File: src/design/orpvs_pkg.sv
// Constants, timing counts and state types of the OTP program/verify sequencer.
// Assumes a single 125 MHz system clock.
package orpvs_pkg;

   // Clock rate
   localparam int CLK_MHZ = 125;

   // Pin-level times, as printed
   localparam int PROGRAM_PULSE_WIDTH_US     = 50;
   localparam int PULSE_MIN_NS               = 47500;
   localparam int PULSE_MAX_NS               = 52500;
   localparam int ALE_WIDTH_NS               = 500;
   localparam int LATCHED_ADDR_SETUP_NS      = 100;
   localparam int LATCHED_ADDR_HOLD_NS       = 100;
   localparam int PROGRAM_SUPPLY_RECOVERY_US = 2;
   localparam int SUPPLY_STEP_US             = 2;
   localparam int DATA_VALID_NS              = 150;
   localparam int OUTPUT_FLOAT_NS            = 130;

   // Cycle counts: least times round up, longest round down
   localparam int PULSE_CYC     = PROGRAM_PULSE_WIDTH_US * CLK_MHZ;
   localparam int PULSE_MIN_CYC = (PULSE_MIN_NS * CLK_MHZ + 999) / 1000;
   localparam int PULSE_MAX_CYC = (PULSE_MAX_NS * CLK_MHZ) / 1000;
   localparam int ALE_CYC       = (ALE_WIDTH_NS * CLK_MHZ + 999) / 1000;
   localparam int LAS_CYC       = (LATCHED_ADDR_SETUP_NS * CLK_MHZ + 999) / 1000;
   localparam int LAH_CYC       = (LATCHED_ADDR_HOLD_NS * CLK_MHZ + 999) / 1000;
   localparam int VR_CYC        = PROGRAM_SUPPLY_RECOVERY_US * CLK_MHZ;
   localparam int STEP_CYC      = SUPPLY_STEP_US * CLK_MHZ;
   localparam int TOE_CYC       = (DATA_VALID_NS * CLK_MHZ + 999) / 1000;
   localparam int DFP_CYC       = (OUTPUT_FLOAT_NS * CLK_MHZ + 999) / 1000;
   localparam int SYNC_LAT      = 2;

   // Sizes and limits
   localparam int MAX_RETRY = 10;
   localparam int TMR_W     = 13;
   localparam int ADDR_W    = 16;
   localparam int DATA_W    = 8;

   // Programming passes
   typedef enum logic [1:0] {PH_BLANK, PH_VERIFY, PH_FINAL} orpvs_phase_t;

   // Sequencer states
   typedef enum logic [4:0] {
      S_IDLE, S_PWRUP, S_FETCH, S_LSET, S_LHI, S_LHOLD, S_DSET, S_HVUP,
      S_PULSE, S_DHOLD, S_RECOV, S_READ, S_CHECK, S_SUPDN, S_IDPWR,
      S_IDRD, S_IDSW, S_PWROFF, S_VOFF
   } orpvs_state_t;

endpackage

File: src/design/orpvs_tmr_if.sv
// Load/expiry handshake between the sequencer and its wait timer.
// Both ends run on the same system clock.
`timescale 1ns/1ps
`default_nettype none

interface orpvs_tmr_if #(parameter int W = 13);
   logic         load;
   logic [W-1:0] val;
   logic         expired;
   modport ctl (output load, val, input expired);
   modport tmr (input load, val, output expired);
endinterface

`default_nettype wire

File: src/design/orpvs_sequencer.sv
// Programmer-side sequencer for a 64K x 8 OTP memory with multiplexed lines.
// Assumes supply switches follow vcc_on/vcc_prog/vpp_hv/id_hv levels.
// Functional notes
// - Program each byte with a 50 us latch-strobe pulse.
// - Keep every program pulse between 47.5 and 52.5 us.
// - Start at address zero; raise core 6.5 V, then 13 V before pulsing.
// - First pass gives each address exactly one pulse, no verify read.
// - Verify loop per address; on mismatch pulse again and re-read, up to 10.
// - Still mismatching after ten retries: stop and report failure.
// - After a good verify, advance until every address is checked.
// - Then drop to logic level and 5 V, re-read all and compare.
// - Core supply on no later, and off no earlier, than program supply.
// - Latch strobe high 500 ns; address stable 100 ns around the latch edge.
// - Wait 2 us after high voltage removal before any read.
// - Identification read holds upper address low except bit 0, which selects the byte; mode bit at high voltage.
`timescale 1ns/1ps
`default_nettype none

module orpvs_sequencer
   import orpvs_pkg::*;
#(
   parameter int PULSE_CYCLES = PULSE_CYC,
   parameter int AW           = ADDR_W
)
(
   // Clock and reset
   input wire logic              sys_clk_i,
   input wire logic              nrst_i,
   // Commands
   input wire logic              start_i,
   input wire logic              id_req_i,
   // Source image
   output logic     [AW-1:0]     src_addr_o,
   output logic                  src_req_o,
   input wire logic [DATA_W-1:0] src_data_i,
   input wire logic              src_valid_i,
   // Status
   output logic                  busy_o,
   output logic                  done_o,
   output logic                  pass_o,
   output logic                  fail_o,
   output logic     [AW-1:0]     fail_addr_o,
   output logic     [DATA_W-1:0] maker_id_o,
   output logic     [DATA_W-1:0] type_id_o,
   // Memory pins
   input wire logic [DATA_W-1:0] muxed_addr_data_lines_i,
   output logic     [DATA_W-1:0] muxed_addr_data_lines_o,
   output logic                  muxed_addr_data_lines_oe_o,
   output logic     [AW-9:0]     upper_addr_o,
   output logic                  ale_o,
   output logic                  oe_n_o,
   output logic                  vpp_hv_o,
   output logic                  id_hv_o,
   output logic                  vcc_on_o,
   output logic                  vcc_prog_o
);

   orpvs_state_t          state_q, state_d;
   orpvs_phase_t          phase_q, phase_d;
   logic [AW-1:0]         addr_q, addr_d;
   logic [3:0]            retry_q, retry_d;
   logic [DATA_W-1:0]     src_q, src_d;
   logic                  prog_q, prog_d;
   logic                  pass_q, pass_d, fail_q, fail_d, done_q, done_d;
   logic [AW-1:0]         faddr_q, faddr_d;
   logic [DATA_W-1:0]     maker_q, maker_d, type_q, type_d;
   logic                  id_byte_select_bit_q, id_byte_select_bit_d;
   logic [DATA_W-1:0]     rd_data;
   logic                  adv, match, last, exp_w;
   int                    cyc;

   // Registered pins
   logic                  ale_q, oe_n_q, hv_q, idhv_q, von_q, vprog_q, adoe_q;
   logic [DATA_W-1:0]     adout_q;
   logic [AW-9:0]         upper_q;
   logic                  ale_d, oe_n_d, hv_d, idhv_d, von_d, vprog_d, adoe_d;
   logic [DATA_W-1:0]     adout_d;
   logic [AW-9:0]         upper_d;

   orpvs_tmr_if #(.W(TMR_W)) tmr_bus ();

   orpvs_timer #(.W(TMR_W)) u_timer (
      .sys_clk_i (sys_clk_i),
      .nrst_i    (nrst_i),
      .tmr       (tmr_bus)
   );

   // Pin inputs come from outside the clock domain
   orpvs_sync #(.W(DATA_W)) u_sync (
      .sys_clk_i (sys_clk_i),
      .nrst_i    (nrst_i),
      .d_i       (muxed_addr_data_lines_i),
      .q_o       (rd_data)
   );

   // Compare and address decode
   assign exp_w = tmr_bus.expired;
   assign match = (rd_data == src_q);
   assign last  = (addr_q == {AW{1'b1}});

   // Sequencing
   always_comb
   begin
      state_d = state_q;
      phase_d = phase_q;
      addr_d  = addr_q;
      retry_d = retry_q;
      src_d   = src_q;
      prog_d  = prog_q;
      pass_d  = pass_q;
      fail_d  = fail_q;
      faddr_d = faddr_q;
      done_d  = 1'b0;
      maker_d = maker_q;
      type_d  = type_q;
      id_byte_select_bit_d = id_byte_select_bit_q;
      adv     = 1'b0;
      unique case (state_q)
         S_IDLE:
            if (start_i)
            begin
               state_d = S_PWRUP;
               phase_d = PH_BLANK;
               addr_d  = '0;
               retry_d = '0;
               prog_d  = 1'b1;
               pass_d  = 1'b0;
               fail_d  = 1'b0;
            end
            else if (id_req_i)
            begin
               state_d = S_IDPWR;
               id_byte_select_bit_d = 1'b0;
            end
         S_PWRUP:  if (exp_w) state_d = S_FETCH;
         // Also lets the memory float its outputs after a read
         S_FETCH:
            if (exp_w && src_valid_i)
            begin
               src_d   = src_data_i;
               state_d = S_LSET;
            end
         S_LSET:   if (exp_w) state_d = S_LHI;
         S_LHI:    if (exp_w) state_d = S_LHOLD;
         S_LHOLD:  if (exp_w) state_d = prog_q ? S_DSET : S_READ;
         S_DSET:   if (exp_w) state_d = S_HVUP;
         S_HVUP:   if (exp_w) state_d = S_PULSE;
         S_PULSE:  if (exp_w) state_d = S_DHOLD;
         S_DHOLD:  if (exp_w) state_d = S_RECOV;
         S_RECOV:
            if (exp_w)
            begin
               if (phase_q == PH_BLANK)
                  adv = 1'b1;
               else
               begin
                  prog_d  = 1'b0;
                  state_d = S_LSET;
               end
            end
         S_READ:   if (exp_w) state_d = S_CHECK;
         S_CHECK:
            if (match)
               adv = 1'b1;
            else if (phase_q == PH_VERIFY && retry_q < 4'(MAX_RETRY))
            begin
               retry_d = retry_q + 1'b1;
               prog_d  = 1'b1;
               state_d = S_FETCH;
            end
            else
            begin
               fail_d  = 1'b1;
               faddr_d = addr_q;
               state_d = S_PWROFF;
            end
         S_SUPDN:  if (exp_w) state_d = S_FETCH;
         S_IDPWR:  if (exp_w) state_d = S_IDRD;
         S_IDRD:
            if (exp_w)
            begin
               if (!id_byte_select_bit_q)
               begin
                  maker_d = rd_data;
                  state_d = S_IDSW;
               end
               else
               begin
                  type_d  = rd_data;
                  state_d = S_PWROFF;
               end
            end
         S_IDSW:
         begin
            id_byte_select_bit_d = 1'b1;
            state_d = S_IDRD;
         end
         S_PWROFF: if (exp_w) state_d = S_VOFF;
         S_VOFF:
            if (exp_w)
            begin
               done_d  = 1'b1;
               state_d = S_IDLE;
            end
         default:  state_d = S_IDLE;
      endcase
      // Next address, or next pass or power-off after the last one
      if (adv)
      begin
         retry_d = '0;
         state_d = S_FETCH;
         if (!last)
            addr_d = addr_q + 1'b1;
         else
         begin
            addr_d = '0;
            prog_d = 1'b0;
            unique case (phase_q)
               PH_BLANK:  phase_d = PH_VERIFY;
               PH_VERIFY:
               begin
                  phase_d = PH_FINAL;
                  state_d = S_SUPDN;
               end
               default:
               begin
                  pass_d  = 1'b1;
                  state_d = S_PWROFF;
               end
            endcase
         end
      end
   end

   // Wait length of the state being entered
   always_comb
   begin
      unique case (state_d)
         S_PWRUP, S_DSET, S_HVUP, S_DHOLD, S_IDPWR, S_VOFF: cyc = STEP_CYC;
         S_FETCH:                 cyc = DFP_CYC;
         S_LSET:                  cyc = LAS_CYC;
         S_LHI:                   cyc = ALE_CYC;
         S_LHOLD:                 cyc = LAH_CYC;
         S_PULSE:                 cyc = PULSE_CYCLES;
         S_RECOV, S_SUPDN, S_PWROFF: cyc = VR_CYC;
         S_READ, S_IDRD:          cyc = TOE_CYC + SYNC_LAT;
         default:                 cyc = 1;
      endcase
   end

   assign tmr_bus.load = (state_d != state_q);
   assign tmr_bus.val  = TMR_W'(cyc - 1);

   // Pin levels decoded from the next state, so pins change with the state
   assign ale_d   = (state_d == S_LHI) || (state_d == S_PULSE);
   assign hv_d    = state_d inside {S_HVUP, S_PULSE, S_DHOLD};
   assign oe_n_d  = !(state_d inside {S_READ, S_CHECK, S_IDRD, S_IDSW});
   assign idhv_d  = state_d inside {S_IDPWR, S_IDRD, S_IDSW};
   assign von_d   = !(state_d inside {S_IDLE, S_VOFF});
   assign vprog_d = !(state_d inside {S_IDLE, S_VOFF, S_PWROFF, S_SUPDN, S_IDPWR, S_IDRD, S_IDSW})
                    && (phase_d != PH_FINAL);
   assign adoe_d  = state_d inside {S_LSET, S_LHI, S_LHOLD, S_DSET, S_HVUP, S_PULSE, S_DHOLD, S_RECOV};
   assign adout_d = (state_d inside {S_LSET, S_LHI, S_LHOLD}) ? addr_d[7:0] : src_d;
   assign upper_d = idhv_d ? {{(AW-9){1'b0}}, id_byte_select_bit_d} : addr_d[AW-1:8];

   // State and data registers
   always_ff @(posedge sys_clk_i or negedge nrst_i)
   begin
      if (!nrst_i)
      begin
         state_q <= S_IDLE;
         phase_q <= PH_BLANK;
         addr_q  <= '0;
         retry_q <= '0;
         src_q   <= '0;
         prog_q  <= 1'b0;
         pass_q  <= 1'b0;
         fail_q  <= 1'b0;
         done_q  <= 1'b0;
         faddr_q <= '0;
         maker_q <= '0;
         type_q  <= '0;
         id_byte_select_bit_q <= 1'b0;
      end
      else
      begin
         state_q <= state_d;
         phase_q <= phase_d;
         addr_q  <= addr_d;
         retry_q <= retry_d;
         src_q   <= src_d;
         prog_q  <= prog_d;
         pass_q  <= pass_d;
         fail_q  <= fail_d;
         done_q  <= done_d;
         faddr_q <= faddr_d;
         maker_q <= maker_d;
         type_q  <= type_d;
         id_byte_select_bit_q <= id_byte_select_bit_d;
      end
   end

   // Pin registers; all supplies off and lines released in reset
   always_ff @(posedge sys_clk_i or negedge nrst_i)
   begin
      if (!nrst_i)
      begin
         {ale_q, hv_q, idhv_q, von_q, vprog_q, adoe_q} <= '0;
         oe_n_q  <= 1'b1;
         adout_q <= '0;
         upper_q <= '0;
      end
      else
      begin
         {ale_q, hv_q, idhv_q, von_q, vprog_q, adoe_q} <= {ale_d, hv_d, idhv_d, von_d, vprog_d, adoe_d};
         oe_n_q  <= oe_n_d;
         adout_q <= adout_d;
         upper_q <= upper_d;
      end
   end

   assign src_addr_o   = addr_q;
   assign src_req_o    = (state_q == S_FETCH);
   assign busy_o       = (state_q != S_IDLE);
   assign done_o       = done_q;
   assign pass_o       = pass_q;
   assign fail_o       = fail_q;
   assign fail_addr_o  = faddr_q;
   assign maker_id_o   = maker_q;
   assign type_id_o    = type_q;
   assign muxed_addr_data_lines_o    = adout_q;
   assign muxed_addr_data_lines_oe_o = adoe_q;
   assign upper_addr_o = upper_q;
   assign ale_o        = ale_q;
   assign oe_n_o       = oe_n_q;
   assign vpp_hv_o     = hv_q;
   assign id_hv_o      = idhv_q;
   assign vcc_on_o     = von_q;
   assign vcc_prog_o   = vprog_q;

   // Checker helpers: strobe high length, cycles since high voltage left
   logic [TMR_W-1:0] ale_cnt_q;
   logic [7:0]       hv_off_q;
   always_ff @(posedge sys_clk_i or negedge nrst_i)
   begin
      if (!nrst_i)
      begin
         ale_cnt_q <= '0;
         hv_off_q  <= 8'hFF;
      end
      else
      begin
         ale_cnt_q <= ale_o ? ale_cnt_q + 1'b1 : '0;
         hv_off_q  <= vpp_hv_o ? 8'h00 : ((hv_off_q == 8'hFF) ? hv_off_q : hv_off_q + 1'b1);
      end
   end

   pulse_width_a: assert property (@(posedge sys_clk_i) disable iff (!nrst_i)
      $fell(ale_o) && vpp_hv_o |-> ale_cnt_q == TMR_W'(PULSE_CYCLES))
      else $error("program pulse length wrong");
   pulse_window_a: assert property (@(posedge sys_clk_i) disable iff (!nrst_i)
      $fell(ale_o) && vpp_hv_o && PULSE_CYCLES >= PULSE_MIN_CYC
      |-> ale_cnt_q >= TMR_W'(PULSE_MIN_CYC) && ale_cnt_q <= TMR_W'(PULSE_MAX_CYC))
      else $error("program pulse outside tolerance");
   hv_on_prog_a: assert property (@(posedge sys_clk_i) disable iff (!nrst_i)
      $rose(vpp_hv_o) |-> vcc_prog_o && $past(vcc_prog_o, 2))
      else $error("high voltage before core programming supply");
   blank_once_a: assert property (@(posedge sys_clk_i) disable iff (!nrst_i)
      state_q == S_RECOV && exp_w && phase_q == PH_BLANK |=> state_q == S_FETCH)
      else $error("blank pass did not move on after one pulse");
   retry_cap_a: assert property (@(posedge sys_clk_i) disable iff (!nrst_i)
      state_q == S_CHECK && !match && phase_q == PH_VERIFY && retry_q < 4'(MAX_RETRY)
      |=> retry_q == $past(retry_q) + 1'b1 && prog_q)
      else $error("retry not counted");
   fail_limit_a: assert property (@(posedge sys_clk_i) disable iff (!nrst_i)
      state_q == S_CHECK && !match && retry_q == 4'(MAX_RETRY) |=> fail_o && state_q == S_PWROFF)
      else $error("failure not reported at retry limit");
   advance_a: assert property (@(posedge sys_clk_i) disable iff (!nrst_i)
      state_q == S_CHECK && match && !last |=> src_addr_o == AW'($past(src_addr_o) + 1'b1))
      else $error("address did not advance");
   final_levels_a: assert property (@(posedge sys_clk_i) disable iff (!nrst_i)
      !oe_n_o && phase_q == PH_FINAL |-> !vpp_hv_o && !vcc_prog_o)
      else $error("final read at programming levels");
   supply_order_a: assert property (@(posedge sys_clk_i) disable iff (!nrst_i)
      vpp_hv_o |-> vcc_on_o && $past(vcc_on_o))
      else $error("program supply without core supply");
   latch_width_a: assert property (@(posedge sys_clk_i) disable iff (!nrst_i)
      $fell(ale_o) && !vpp_hv_o |-> ale_cnt_q >= TMR_W'(ALE_CYC))
      else $error("latch strobe too short");
   latch_hold_a: assert property (@(posedge sys_clk_i) disable iff (!nrst_i)
      state_q == S_LHOLD |-> $stable(muxed_addr_data_lines_o) && muxed_addr_data_lines_oe_o)
      else $error("address moved during latch hold");
   recovery_a: assert property (@(posedge sys_clk_i) disable iff (!nrst_i)
      $fell(oe_n_o) |-> hv_off_q >= 8'(VR_CYC))
      else $error("read too soon after high voltage");
   id_entry_a: assert property (@(posedge sys_clk_i) disable iff (!nrst_i)
      id_hv_o |-> upper_addr_o[AW-9:1] == '0 && !vpp_hv_o)
      else $error("identification entry with upper address high");
   verify_en_a: assert property (@(posedge sys_clk_i) disable iff (!nrst_i)
      state_q == S_CHECK && phase_q != PH_FINAL |-> !oe_n_o && vcc_prog_o && !muxed_addr_data_lines_oe_o)
      else $error("verify without outputs enabled at program supply");

endmodule

`default_nettype wire

File: src/design/orpvs_sync.sv
// Two-flop synchroniser for the bus read back from the memory pins.
// Bits are not coherent; callers sample only after the lines settle.
`timescale 1ns/1ps
`default_nettype none

module orpvs_sync #(parameter int W = 8)
(
   // Clock and reset
   input wire logic          sys_clk_i,
   input wire logic          nrst_i,
   // Data
   input wire logic [W-1:0]  d_i,
   output logic     [W-1:0]  q_o
);

   logic [W-1:0] meta_q;
   logic [W-1:0] sync_q;

   // First stage feeds only the second
   always_ff @(posedge sys_clk_i or negedge nrst_i)
   begin
      if (!nrst_i)
      begin
         meta_q <= '0;
         sync_q <= '0;
      end
      else
      begin
         meta_q <= d_i;
         sync_q <= meta_q;
      end
   end

   assign q_o = sync_q;

endmodule

`default_nettype wire

File: src/design/orpvs_timer.sv
// Down-counting wait timer; a load of N-1 expires after N cycles.
// Expects load as a one-cycle pulse on state entry.
`timescale 1ns/1ps
`default_nettype none

module orpvs_timer #(parameter int W = 13)
(
   // Clock and reset
   input wire logic    sys_clk_i,
   input wire logic    nrst_i,
   // Control from the sequencer
   orpvs_tmr_if.tmr    tmr
);

   logic [W-1:0] cnt_q;

   // Count down, hold at zero
   always_ff @(posedge sys_clk_i or negedge nrst_i)
   begin
      if (!nrst_i)
         cnt_q <= '0;
      else if (tmr.load)
         cnt_q <= tmr.val;
      else if (cnt_q != '0)
         cnt_q <= cnt_q - 1'b1;
   end

   // No load term here: load itself depends on expiry
   assign tmr.expired = (cnt_q == '0);

endmodule

`default_nettype wire

File: config.mk
export PLATFORM = sky130hd
export DESIGN_NAME = orpvs_sequencer
export DESIGN_NICKNAME = d
export VERILOG_FILES = /design/src/design/orpvs_pkg.sv /design/src/design/orpvs_tmr_if.sv /design/src/design/orpvs_sequencer.sv /design/src/design/orpvs_sync.sv /design/src/design/orpvs_timer.sv
export SDC_FILE = /design/constraint.sdc
export NUM_CORES = 1
export LEC_CHECK = 0
export BUFFER_PORTS_ARGS = -buffer_cell sky130_fd_sc_hd__buf_4
export CAP_MARGIN = 40
export CELL_PAD_IN_SITES_DETAIL_PLACEMENT = 0
export CELL_PAD_IN_SITES_GLOBAL_PLACEMENT = 1
export CORE_MARGIN = 1.5
export CORE_UTILIZATION = 35
export DETAILED_ROUTE_END_ITERATION = 10
export HOLD_SLACK_MARGIN = 0.05
export PLACE_DENSITY = 0.77
export SLEW_MARGIN = 20
export SYNTH_ARGS = -nofsm -noshare
export SYNTH_HDL_FRONTEND = slang
export SYNTH_SLANG_ARGS = --single-unit
File: constraint.sdc
create_clock -name sys_clk_i -period 5.25 [get_ports sys_clk_i]
set_clock_uncertainty 0.15 [all_clocks]
set_input_delay 0.2625 -clock sys_clk_i [delete_from_list [all_inputs] [get_ports sys_clk_i]]
set_output_delay 0.2625 -clock sys_clk_i [all_outputs]
set_load 0.1 [all_outputs]
* After elaboration in Yosys (flattened, before gate mapping)
Memories as Yosys holds them, arrays and structs flattened.
Index checks and enable logic that the tools add are counted.
** Operators by class
- $add $sub $neg :: 4
- Order comparisons :: 1
- Equality and inequality tests :: 45
- Mux-type cells :: 72
- Bitwise gates (word level) :: 3
- Reductions and logical operators :: 30
** Operators with widths (number)
- $mux 5 :: 22
- $pmux 5 s18 :: 1
- $eq 5x4->1 const B :: 16
- $mux 16 :: 4
- $eq 5x3->1 const B :: 8
- $mux 8 :: 4
- $eq 5x5->1 const B :: 6
- $mux 13 :: 2
- $mux 1 :: 23
- $mux 4 :: 5
- $add 16x1->16 const B :: 1
- $eq 16x16->1 const B :: 1
- $eq 5x2->1 const B :: 3
- $logic_not 13->1 :: 1
- $reduce_bool 13->1 :: 1
- $sub 13x1->13 const B :: 1
- $sub 13x2->13 const B :: 1
- $reduce_bool 3->1 :: 4
- $logic_not 5->1 :: 2
- $pmux 5 s2 :: 1
- $ne 3x3->1 const B :: 3
- $reduce_and 3->1 :: 3
- $eq 8x8->1 :: 1
- $mux 2 :: 4
- 22 further kinds :: 37
** Storage, ports and cells
- Register bits :: 124
- Memory bits (read-only) :: 320
- Bits of input ports :: 21
- Output and inout port bits :: 76
- Memories kept :: 1
** Memories
- (no name shown) :: depth 32, width 10, rd ports 1, clocked after Yosys merged registers in 0, wr ports 0, RTL line orpvs_sequencer.sv:238 : unique case (state_d)

* Logic depth before layout (Yosys ltp)
Gate-level depths: netlist of run 1.
- Depth after elaboration :: 10
- Gate-level depth with buffers :: 20

* Hierarchy
A second synthesis of run 1 with hierarchy kept.
** Unflattened totals
- Cells, all modules :: 596
- Area total of the unflattened synthesis :: 6296.0 sq um
** Modules (own cells, without submodules)
- orpvs_sequencer :: times used 1, cells an instance 498, area an instance 5128.7 sq um, sequential area each 2378.5 sq um
- orpvs_timer :: times used 1, cells an instance 82, area an instance 767.0 sq um, sequential area each 325.3 sq um
- orpvs_sync :: times used 1, cells an instance 16, area an instance 400.4 sq um, sequential area each 400.4 sq um

* Worst setup path before layout of run 1
Ideal clock, no wire load.
- Kind :: register to register
- Start :: register state_q[0]
- End :: register u_timer.cnt_q[12]
- Setup time :: 0.069 ns
- Data arrival time :: 5.543 ns
- Slack :: -0.512 ns
- Stages on the path, launching flop included :: 17
- Clock period less this slack :: 5.762 ns
- Cells stage by stage :: dfrtp_1 -> buf_2 -> or2_4 -> nor3_1 -> nand2_1 -> o2111ai_1 -> a211oi_1 -> nand2_1 -> ha_1 -> inv_1 -> o21ai_1 -> o311a_1 -> o221a_2 -> ha_1 -> nand2_1 -> or4b_4 -> nand3_2
** On the way
- Elaborated cells between the ends (all ways) :: 47
- Classes of those cells :: add/sub (1); eq/ne (19); mux (23); reduce/logical (3); memory (1)
** RTL lines
- start, declared :: RTL line orpvs_sequencer.sv:58 : orpvs_state_t state_q, state_d;
- start signal, assigned :: RTL line orpvs_sequencer.sv:287 : state_q <= state_d;
- $eq 5x2->1 *
- named net src_req_o :: RTL line orpvs_sequencer.sv:34 : output logic src_req_o,
- $pmux 5 s18 * :: RTL line orpvs_sequencer.sv:118 : unique case (state_q)
- $mux 5 * :: RTL line orpvs_sequencer.sv:208 : if (adv)
- named net state_d[0] :: RTL line orpvs_sequencer.sv:58
- $mem_v2 32x10
- $sub 13x2->13 :: RTL line orpvs_sequencer.sv:252 : assign tmr_bus.val = TMR_W'(cyc - 1);
- $mux 13 :: RTL line orpvs_timer.sv:22 : else if (tmr.load)
- end signal, assigned :: RTL line orpvs_timer.sv:23 : cnt_q <= tmr.val;
- end signal, assigned :: RTL line orpvs_timer.sv:25 : cnt_q <= cnt_q - 1'b1;
- end, declared :: RTL line orpvs_timer.sv:15 : logic [W-1:0] cnt_q;
The timed path passes the listed nets; every way through them passes the cells marked *.
A chain may end at the register's enable or synchronous reset.

* Final worst setup path of run 1
- Start :: register u_timer.cnt_q[0]
- End :: register u_timer.cnt_q[12]
** On the way
- Cells in the longest elaborated chain, start to end :: 8
- Elaborated cells between the ends (all ways) :: 29
- Classes of those cells :: add/sub (2); eq/ne (1); mux (21); reduce/logical (4); memory (1)
** RTL lines
- $logic_not 13->1 * :: RTL line orpvs_timer.sv:29 : assign tmr.expired = (cnt_q == '0);
- $logic_and 1x1->1 :: RTL line orpvs_sequencer.sv:138 : if (exp_w && src_valid_i)
- $mux 5 :: RTL line orpvs_sequencer.sv:138
- $pmux 5 s18 :: RTL line orpvs_sequencer.sv:118
- $mux 5 * :: RTL line orpvs_sequencer.sv:208
- named net state_d[0] :: RTL line orpvs_sequencer.sv:58
- $mem_v2 32x10
- $sub 13x2->13 :: RTL line orpvs_sequencer.sv:252
- $mux 13 :: RTL line orpvs_timer.sv:22
The timed path passes the listed nets; every way through them passes the cells marked *. The select of a mux whose other input is x is not followed.

==> results of run 1 <==
[per-stage QoR]
| step | hold WS [ns] | std cells | power, W | cell area, µm² | setup WS [ns] |
|---|---|---|---|---|---|
| 6_report | 0.135 | 922 | 0.00228 | 8010 | 0.339 |
| 3_3_place_gp | 0.182 | 871 | 0.00106 | 7180 | 0.572 |
| 5_1_grt | 0.161 | 922 | 0.00235 | 8010 | 0.00767 |
| 4_1_cts | 0.150 | 922 | 0.00230 | 8000 | 0.292 |
| 2_1_floorplan | -0.183 | 558 | 0.00102 | 6200 | 0.445 |
| 3_5_place_dp | 0.0391 | 873 | 0.00106 | 7220 | 0.315 |
[worst max-delay path, cell delays in order, from the launching register on]
cell and delay (ns):
sky130_fd_sc_hd__dfrtp_1 0.42, sky130_fd_sc_hd__inv_1 0.08, sky130_fd_sc_hd__ha_1 0.21, sky130_fd_sc_hd__nor3b_4 0.39, sky130_fd_sc_hd__nand4_2 0.20, sky130_fd_sc_hd__o21ai_0 0.28, sky130_fd_sc_hd__o2111ai_1 0.17, sky130_fd_sc_hd__a211oi_1 0.34
sky130_fd_sc_hd__nand2_1 0.24, sky130_fd_sc_hd__ha_1 0.44, sky130_fd_sc_hd__inv_1 0.11, sky130_fd_sc_hd__o21ai_1 0.38, sky130_fd_sc_hd__o311a_1 0.30, sky130_fd_sc_hd__o221a_2 0.21, sky130_fd_sc_hd__ha_1 0.20, sky130_fd_sc_hd__nand2_1 0.08
sky130_fd_sc_hd__or4b_4 0.56, sky130_fd_sc_hd__nand3_2 0.09
[power by group]
group / leakage, nW / switching (W) / internal, W
Sequential: 1.47 / 0.00000658 / 0.000965
Combinational: 1.81 / 0.0000531 / 0.0000294
Clock: 0.295 / 0.000468 / 0.000755
Total: 3.58 / 0.000527 / 0.00175
[area by class of cell]
cell class	instances	area, µm²
Tap cell	225	282
Clock inverter	15	189
Timing Repair Buffer	122	978
Inverter	21	81.3
Fill cell	1604	9290
Clock buffer	17	425
Multi-Input combinational cell	398	2950
Sequential cell	124	3100
[what timing repair did]
item,CTS,global route
resized for setup,0,1
buffers inserted,0,0
endpoints found under the hold margin,92,0
endpoints found under the setup margin,0,3
hold buffers,17,0
[layer usage]
metal	vias up	global-route usage [%]
li1	2272	-
met1	2404	23.1
met2	147	31.7
met3	22	4.96
met4	0	6.26
met5	-	0
[kinds of logic (layout without fill, tap and decap cells)]
kind of cell	count (synthesis)	in the layout	synth area share, %
compound gates	125	125	14.4
xor+xnor	27	27	3.94
fa+ha+maj	10	10	2.02
buf+inv	36	175	2.56
flops	124	124	50.1
mux	52	52	9.41
simple gates	184	184	17.6
[cells in the mapped netlist, types with 3 or more instances]
cell,n
sky130_fd_sc_hd__xnor2_1,20
sky130_fd_sc_hd__a21oi_1,15
sky130_fd_sc_hd__nor2b_1,12
sky130_fd_sc_hd__nand3_2,3
sky130_fd_sc_hd__nor2_1,33
sky130_fd_sc_hd__ha_1,10
sky130_fd_sc_hd__o21a_1,5
sky130_fd_sc_hd__o21ai_0,39
sky130_fd_sc_hd__buf_2,5
sky130_fd_sc_hd__nand4_1,5
sky130_fd_sc_hd__xor2_1,6
sky130_fd_sc_hd__clkbuf_1,7
sky130_fd_sc_hd__dfrtp_1,123
sky130_fd_sc_hd__o21ai_1,4
sky130_fd_sc_hd__and2_1,3
sky130_fd_sc_hd__o31ai_1,9
sky130_fd_sc_hd__mux2_2,49
sky130_fd_sc_hd__a211oi_1,4
sky130_fd_sc_hd__o211ai_1,4
sky130_fd_sc_hd__or3_1,4
sky130_fd_sc_hd__nand2_1,43
sky130_fd_sc_hd__o21ai_2,4
sky130_fd_sc_hd__a31oi_1,4
sky130_fd_sc_hd__nand3_1,16
sky130_fd_sc_hd__and4_1,4
sky130_fd_sc_hd__nor3_4,3
sky130_fd_sc_hd__a21o_1,4
sky130_fd_sc_hd__and3_1,4
sky130_fd_sc_hd__nor3_1,14
sky130_fd_sc_hd__nand2b_1,6
sky130_fd_sc_hd__inv_1,20
sky130_fd_sc_hd__nand3b_1,5
[worst max path at each step]
stage	start	to	slack, ns
6_report	u_timer.cnt_q[0]$_DFFE_PN0P_	u_timer.cnt_q[12]$_DFFE_PN0P_	0.34
5_1_grt	u_timer.cnt_q[0]$_DFFE_PN0P_	u_timer.cnt_q[12]$_DFFE_PN0P_	0.008
4_1_cts	u_timer.cnt_q[0]$_DFFE_PN0P_	u_timer.cnt_q[12]$_DFFE_PN0P_	0.29
3_5_place_dp	u_timer.cnt_q[0]$_DFFE_PN0P_	u_timer.cnt_q[12]$_DFFE_PN0P_	0.31
3_3_place_gp	u_timer.cnt_q[0]$_DFFE_PN0P_	u_timer.cnt_q[12]$_DFFE_PN0P_	0.57
2_1_floorplan	src_addr_o[0]$_DFF_PN0_	u_timer.cnt_q[12]$_DFFE_PN0P_	0.44
==> insert_results.sql, run 1 <==
INSERT INTO impl_metrics (metric_group, metric, value, unit) VALUES
('clock_tree', 'cts_buffers', '17', ''),
('critical_path', 'worstPathRequired', '5.45', 'ns'),
('pwr', 'power_density', '284', 'nW/µm²'),
('die', 'fp.dieW', '136', 'µm'),
('synthesis', 'number_of_flops_mapped_to_enable_cells_by_yosys', '0', ''),
('timing', 'timing.setup.tns', '0', 'ns'),
('route', 'drt_iter0_drcs', '342', ''),
('grt', 'largest_net_degree_at_the_start_of_global_routing', '59', ''),
('synthesis', 'ffs_latches_synth', '124', ''),
('die', 'core_area', '17300', 'µm²'),
('grt', 'global_route.overflow_total', '0', ''),
('cells_and_area', 'antenna_cells', '0', ''),
('flow_run', 'drv_cap', '0', ''),
('clock_tree', 'clock-sinks', '124', ''),
('clock_tree', 'library_cell_used_as_clock_root_buffer', 'sky130_fd_sc_hd__clkbuf_16', ''),
('die', 'top_level_ports', '97', ''),
('synthesis', 'synth-seq-area-share', '50.1', '%'),
('die', 'start_util', '35.8', '%'),
('timing', 'max_slew.worst_pin.slew', '0.767', 'ns'),
('cells_and_area', 'mostFrequentLayoutCells', 'sky130_fd_sc_hd__dfrtp_1, sky130_fd_sc_hd__buf_4, sky130_fd_sc_hd__mux2_2', ''),
('cells_and_area', 'utilization', '46.3', '%'),
('route', 'met1_length', '7030', 'µm'),
('grt', 'via_count_of_the_first_global_routing_pass', '5077', ''),
('pwr', 'total_leakage_power', '3.58', 'nW'),
('synthesis', 'synth.area.top_cells', 'sky130_fd_sc_hd__dfrtp_1, sky130_fd_sc_hd__mux2_2, sky130_fd_sc_hd__o21ai_0', ''),
('synthesis', 'postSynthAreaPerCell', '11.1', 'µm²'),
('place', 'dp.final_hpwl', '11800', 'µm'),
('cells_and_area', 'final_nets', '715', ''),
('cells_and_area', 'layout-drive-gt1-share', '33.3', '%'),
('synthesis', 'netlist_area', '6200', 'µm²'),
('grt', 'grt_antenna_before_repair', '0', ''),
('timing', 'maxClockFrequency', '204', 'MHz'),
('critical_path', 'rr_startpoint', 'u_timer.cnt_q[0]$_DFFE_PN0P_', ''),
('route', 'drc', '0', ''),
('cells_and_area', 'layout.cells.most_common', 'sky130_fd_sc_hd__dfrtp_1', ''),
('timing', 'worst_slew_margin_rel', '48.6', '%'),
('timing', 'grt_setup_unrepaired', 'false', ''),
('critical_path', 'critPathLaunchType', 'register', ''),
('critical_path', 'timing.reg2reg.setup_slack', '0.34', 'ns'),
('critical_path', 'worstSetupEndpointType', 'register', ''),
('route', 'drt_wl_total', '16500', 'µm'),
('route', 'met3RoutedLength', '918', 'µm'),
('die', 'die_area', '18500', 'µm²'),
('route', 'vias_per_cell', '5.25', ''),
('route', 'top_layer_used', 'met4', ''),
('synthesis', 'synthDistinctLibCells', '88', ''),
('synthesis', 'postSynthCellCount', '558', ''),
('synthesis', 'post-synth-top-area-cell', 'sky130_fd_sc_hd__dfrtp_1', ''),
('clock_tree', 'cts.path.max_buffers', '2', ''),
('critical_path', 'reg2reg_to', 'u_timer.cnt_q[12]$_DFFE_PN0P_', ''),
('cells_and_area', 'area_growth', '29.3', '%'),
('synthesis', 'async_flop_share', '100', '%'),
('clock_tree', 'cts-htree-levels', '4', ''),
('clock_tree', 'clkTransAtPathRegs', '0.06', 'ns'),
('run_status', 'run_status', 'finished, final reports clean', ''),
('timing', 'timing.final.crit_share', '93.5', '%'),
('place', 'port-buffer-count', '96', ''),
('timing', 'final_period_minus_worst_setup_slack', '4.91', 'ns'),
('route', 'vias', '4845', ''),
('timing', 'hold_viol', '0', ''),
('hold_path', 'hold_class', 'in -> async', ''),
('critical_path', 'arrival', '5.11', 'ns'),
('synthesis', 'mappedNetlistNets', '589', ''),
('route', 'wire_per_inst', '17.9', 'µm'),
('pwr', 'ir_worst_vdd', '0.209', 'mV'),
('critical_path', 'r2r_cells', '17', ''),
('route', 'drt.antenna.violating_nets', '0', ''),
('clock_tree', 'clk-insertion-delay-late', '0.42', 'ns'),
('grt', 'grtUsageTotal', '18.7', '%'),
('route', 'drtPass1Iterations', '5', ''),
('timing', 'slew_violations', '0', ''),
('die', 'dieHeight', '136', 'µm'),
('clock_tree', 'cts_tree', 'done', ''),
('synthesis', 'netlist.area_leader.share', '49.7', '%'),
('critical_path', 'critical_path.max_fanout', '7', ''),
('route', 'dr_wl_met2', '8210', 'µm'),
('place', 'routabilityCongestion', '0.927', ''),
('synthesis', 'ys.warnings.count', '0', ''),
('die', 'num_rows', '48', ''),
('critical_path', 'path_class', 'reg -> reg', ''),
('grt', 'grt_pass1_wl', '26700', 'µm'),
('timing', 'setup_viol', '0', ''),
('synthesis', 'synth_top_flop_cell', 'sky130_fd_sc_hd__dfrtp_1', '');
Power figures use the tool's default switching activity.
==> run 2, diff against run 1 <==
--- a/config.mk
+++ b/config.mk
@@ -7,13 +7,12 @@
 export LEC_CHECK = 0
 export BUFFER_PORTS_ARGS = -buffer_cell sky130_fd_sc_hd__buf_4
 export CAP_MARGIN = 40
-export CELL_PAD_IN_SITES_DETAIL_PLACEMENT = 0
-export CELL_PAD_IN_SITES_GLOBAL_PLACEMENT = 1
 export CORE_MARGIN = 1.5
 export CORE_UTILIZATION = 35
+export CTS_BUF_LIST = sky130_fd_sc_hd__clkbuf_4 sky130_fd_sc_hd__clkbuf_8
 export DETAILED_ROUTE_END_ITERATION = 10
 export HOLD_SLACK_MARGIN = 0.05
-export PLACE_DENSITY = 0.77
+export PLACE_DENSITY = 0.66
 export SLEW_MARGIN = 20
 export SYNTH_ARGS = -nofsm -noshare
 export SYNTH_HDL_FRONTEND = slang
==> insert_results.sql, run 2 (synthesis results as in run 1) <==
INSERT INTO impl_metrics (metric_group, metric, value, unit) VALUES
('run_status', 'run_status', 'finished, final reports clean', ''),
('grt', 'grtUsageTotal', '18.2', '%'),
('critical_path', 'path_class', 'reg -> reg', ''),
('grt', 'grt_pass1_wl', '26100', 'µm'),
('route', 'drc', '0', ''),
('pwr', 'power_density', '250', 'nW/µm²'),
('flow_run', 'drv_cap', '0', ''),
('critical_path', 'worstSetupEndpointType', 'register', ''),
('clock_tree', 'clk-insertion-delay-late', '0.45', 'ns'),
('place', 'dp.final_hpwl', '11500', 'µm'),
('timing', 'max_slew.worst_pin.slew', '0.737', 'ns'),
('clock_tree', 'library_cell_used_as_clock_root_buffer', 'sky130_fd_sc_hd__clkbuf_8', ''),
('clock_tree', 'clock-sinks', '124', ''),
('grt', 'grt_antenna_before_repair', '0', ''),
('cells_and_area', 'area_growth', '26.1', '%'),
('pwr', 'share_seq_of_total_power', '49.6', '%'),
('critical_path', 'worstPathRequired', '5.47', 'ns'),
('clock_tree', 'clkTransAtPathRegs', '0.08', 'ns'),
('critical_path', 'slowest_stage', 'sky130_fd_sc_hd__or4b_4', ''),
('critical_path', 'arrival', '5.16', 'ns'),
('cells_and_area', 'storage_cell_area', '3100', 'µm²'),
('pwr', 'total_leakage_power', '3.48', 'nW'),
('critical_path', 'cell_occurring_most_often_along_the_worst_timing_path', 'sky130_fd_sc_hd__ha_1', ''),
('critical_path', 'critPathLaunchType', 'register', ''),
('timing', 'grt_setup_unrepaired', 'false', ''),
('cells_and_area', 'multiInputGateArea', '2940', 'µm²'),
('clock_tree', 'cts_buffers', '17', ''),
('route', 'vias_per_cell', '5.35', ''),
('timing', 'final_period_minus_worst_setup_slack', '4.94', 'ns'),
('cells_and_area', 'layout.cells.most_common', 'sky130_fd_sc_hd__dfrtp_1', ''),
('critical_path', 'worstPathCellList', 'inv_1 > ha_1 > nor3b_2 > nand4_2 > o21ai_0 > o2111ai_1 > a211oi_1 > nand2_1 > ha_1 > inv_1 > o21ai_1 > o311a_1 > o221a_2 > ha_1 > nand2_1 > or4b_4 > nand3_2', ''),
('timing', 'setup_viol', '0', ''),
('hold_path', 'hold_class', 'in -> reg', ''),
('pwr', 'clock_power_share', '46.2', '%'),
('route', 'wire_per_inst', '17.3', 'µm'),
('clock_tree', 'cts_tree', 'done', ''),
('pwr', 'ir_worst_vdd', '0.333', 'mV'),
('pwr', 'combinationalPowerShare', '4.2', '%'),
('pwr', 'power_total', '0.00196', 'W'),
('die', 'top_level_ports', '97', ''),
('clock_tree', 'cts-htree-levels', '4', ''),
('pwr', 'power.switching', '0.000478', 'W'),
('pwr', 'power_switching_share', '24.4', '%'),
('grt', 'largest_net_degree_at_the_start_of_global_routing', '71', ''),
('die', 'core_area', '17300', 'µm²'),
('route', 'drt.antenna.violating_nets', '0', ''),
('die', 'die_area', '18500', 'µm²'),
('cells_and_area', 'final_nets', '715', ''),
('grt', 'via_count_of_the_first_global_routing_pass', '5009', ''),
('pwr', 'internal_power', '0.00148', 'W'),
('die', 'fp.dieW', '136', 'µm'),
('cells_and_area', 'antenna_cells', '0', ''),
('die', 'dieHeight', '136', 'µm'),
('critical_path', 'worst_path_largest_cell_delay', '0.55', 'ns'),
('timing', 'hold_viol', '0', ''),
('timing', 'slew_violations', '0', ''),
('route', 'drtPass1Iterations', '5', ''),
('route', 'drt_iter0_drcs', '308', ''),
('timing', 'timing.final.crit_share', '94.2', '%'),
('clock_tree', 'cts_resized', '0', ''),
('timing', 'timing.setup.tns', '0', 'ns'),
('place', 'port-buffer-count', '96', ''),
('cells_and_area', 'layout-drive-gt1-share', '33.3', '%'),
('timing', 'worst_slew_margin_rel', '50.9', '%'),
('route', 'vias', '4929', ''),
('die', 'start_util', '35.8', '%'),
('cells_and_area', 'filler_cell_count', '1663', ''),
('place', 'routabilityCongestion', '0.956', ''),
('die', 'num_rows', '48', ''),
('cells_and_area', 'mostFrequentLayoutCells', 'sky130_fd_sc_hd__dfrtp_1, sky130_fd_sc_hd__buf_4, sky130_fd_sc_hd__mux2_2', ''),
('grt', 'global_route.overflow_total', '0', ''),
('clock_tree', 'cts.path.max_buffers', '2', ''),
('timing', 'maxClockFrequency', '202', 'MHz'),
('route', 'drt_wl_total', '16000', 'µm'),
('critical_path', 'critical_path.max_fanout', '7', '');
[run 2: changes by cell type in the layout (fill, tap and decap cells not counted), moves of 3 or more]
cell                        previous run  this run
sky130_fd_sc_hd__inv_6                 4         7
sky130_fd_sc_hd__clkbuf_8              0        17
sky130_fd_sc_hd__clkbuf_16            17         0
sky130_fd_sc_hd__clkinv_4              5         2
[run 2: final timing paths]
check | from | endpoint | slack, ns | depth (start not counted)
worst max-delay path | u_timer.cnt_q[0]$_DFFE_PN0P_ | u_timer.cnt_q[12]$_DFFE_PN0P_ | 0.31 | 17
worst min-delay path | start_i | fail_o$_DFFE_PN0P_ | 0.13 | 3
worst max register to register | u_timer.cnt_q[0]$_DFFE_PN0P_ | u_timer.cnt_q[12]$_DFFE_PN0P_ | 0.31 | 17
worst min register to register | u_sync.meta_q[4]$_DFF_PN0_ | u_sync.q_o[4]$_DFF_PN0_ | 0.20 | 0
max in group asynchronous | nrst_i | type_id_o[2]$_DFFE_PN0P_ | 3.65 | 4
min in group asynchronous | nrst_i | upper_addr_o[1]$_DFF_PN0_ | 0.27 | 2
[run 2: power by group through the flow]
stage                     Combinational, W  Sequential [W]  Clock [W]
after floorplan                 0.00000770         0.00101          0
after global placement           0.0000694        0.000989          0
after detailed placement         0.0000710        0.000989          0
after CTS                        0.0000812        0.000970   0.000925
after global routing             0.0000891        0.000971   0.000973
final                            0.0000820        0.000970   0.000904
[run 2: repair_timing]
action	in CTS	in global routing
hold buffers	17	0
endpoints found under the hold margin	75	0
setup buffers	0	0
[run 2: layout make-up]
class / count / share of cell area (%)
flip-flops and latches: 124 / 39.7
inverters: 21 / 1.04
repair buffers: 122 / 12.5
multi-input cells: 398 / 37.7
well taps: 225 / 3.60
clock buffers: 18 / 3.09
clock inverters: 14 / 2.32
[run 2: per-stage QoR]
| stage | utilization, % | cell area, µm² | instances | setup WS (ns) | hold WS, ns |
|---|---|---|---|---|---|
| 4_1_cts | 45.0 | 7780 | 921 | 0.385 | 0.107 |
| 3_3_place_gp | 41.5 | 7180 | 871 | 0.591 | 0.182 |
| 5_1_grt | 45.2 | 7810 | 922 | 0.0260 | 0.112 |
| 3_5_place_dp | 41.6 | 7190 | 872 | 0.466 | 0.185 |
| 6_report | 45.2 | 7810 | 922 | 0.307 | 0.126 |
| 2_1_floorplan | - | 6200 | 558 | 0.445 | -0.183 |
[run 2: metal layers]
| metal | GRT usage, % | wire [µm] |
|---|---|---|
| met5 | 0 | 0 |
| met4 | 7.80 | 311 |
| met3 | 5.11 | 951 |
| met2 | 29.4 | 7830 |
| met1 | 22.6 | 6890 |
[run 2: worst max-delay path, delay by kind of cell, from the launching register on]
| family | cells | cell delay (ns) |
|---|---|---|
| fa+ha+maj | 3 | 0.82 |
| simple gates | 6 | 1.69 |
| flops | 1 | 0.42 |
| compound gates | 6 | 1.60 |
| buf+inv | 2 | 0.17 |
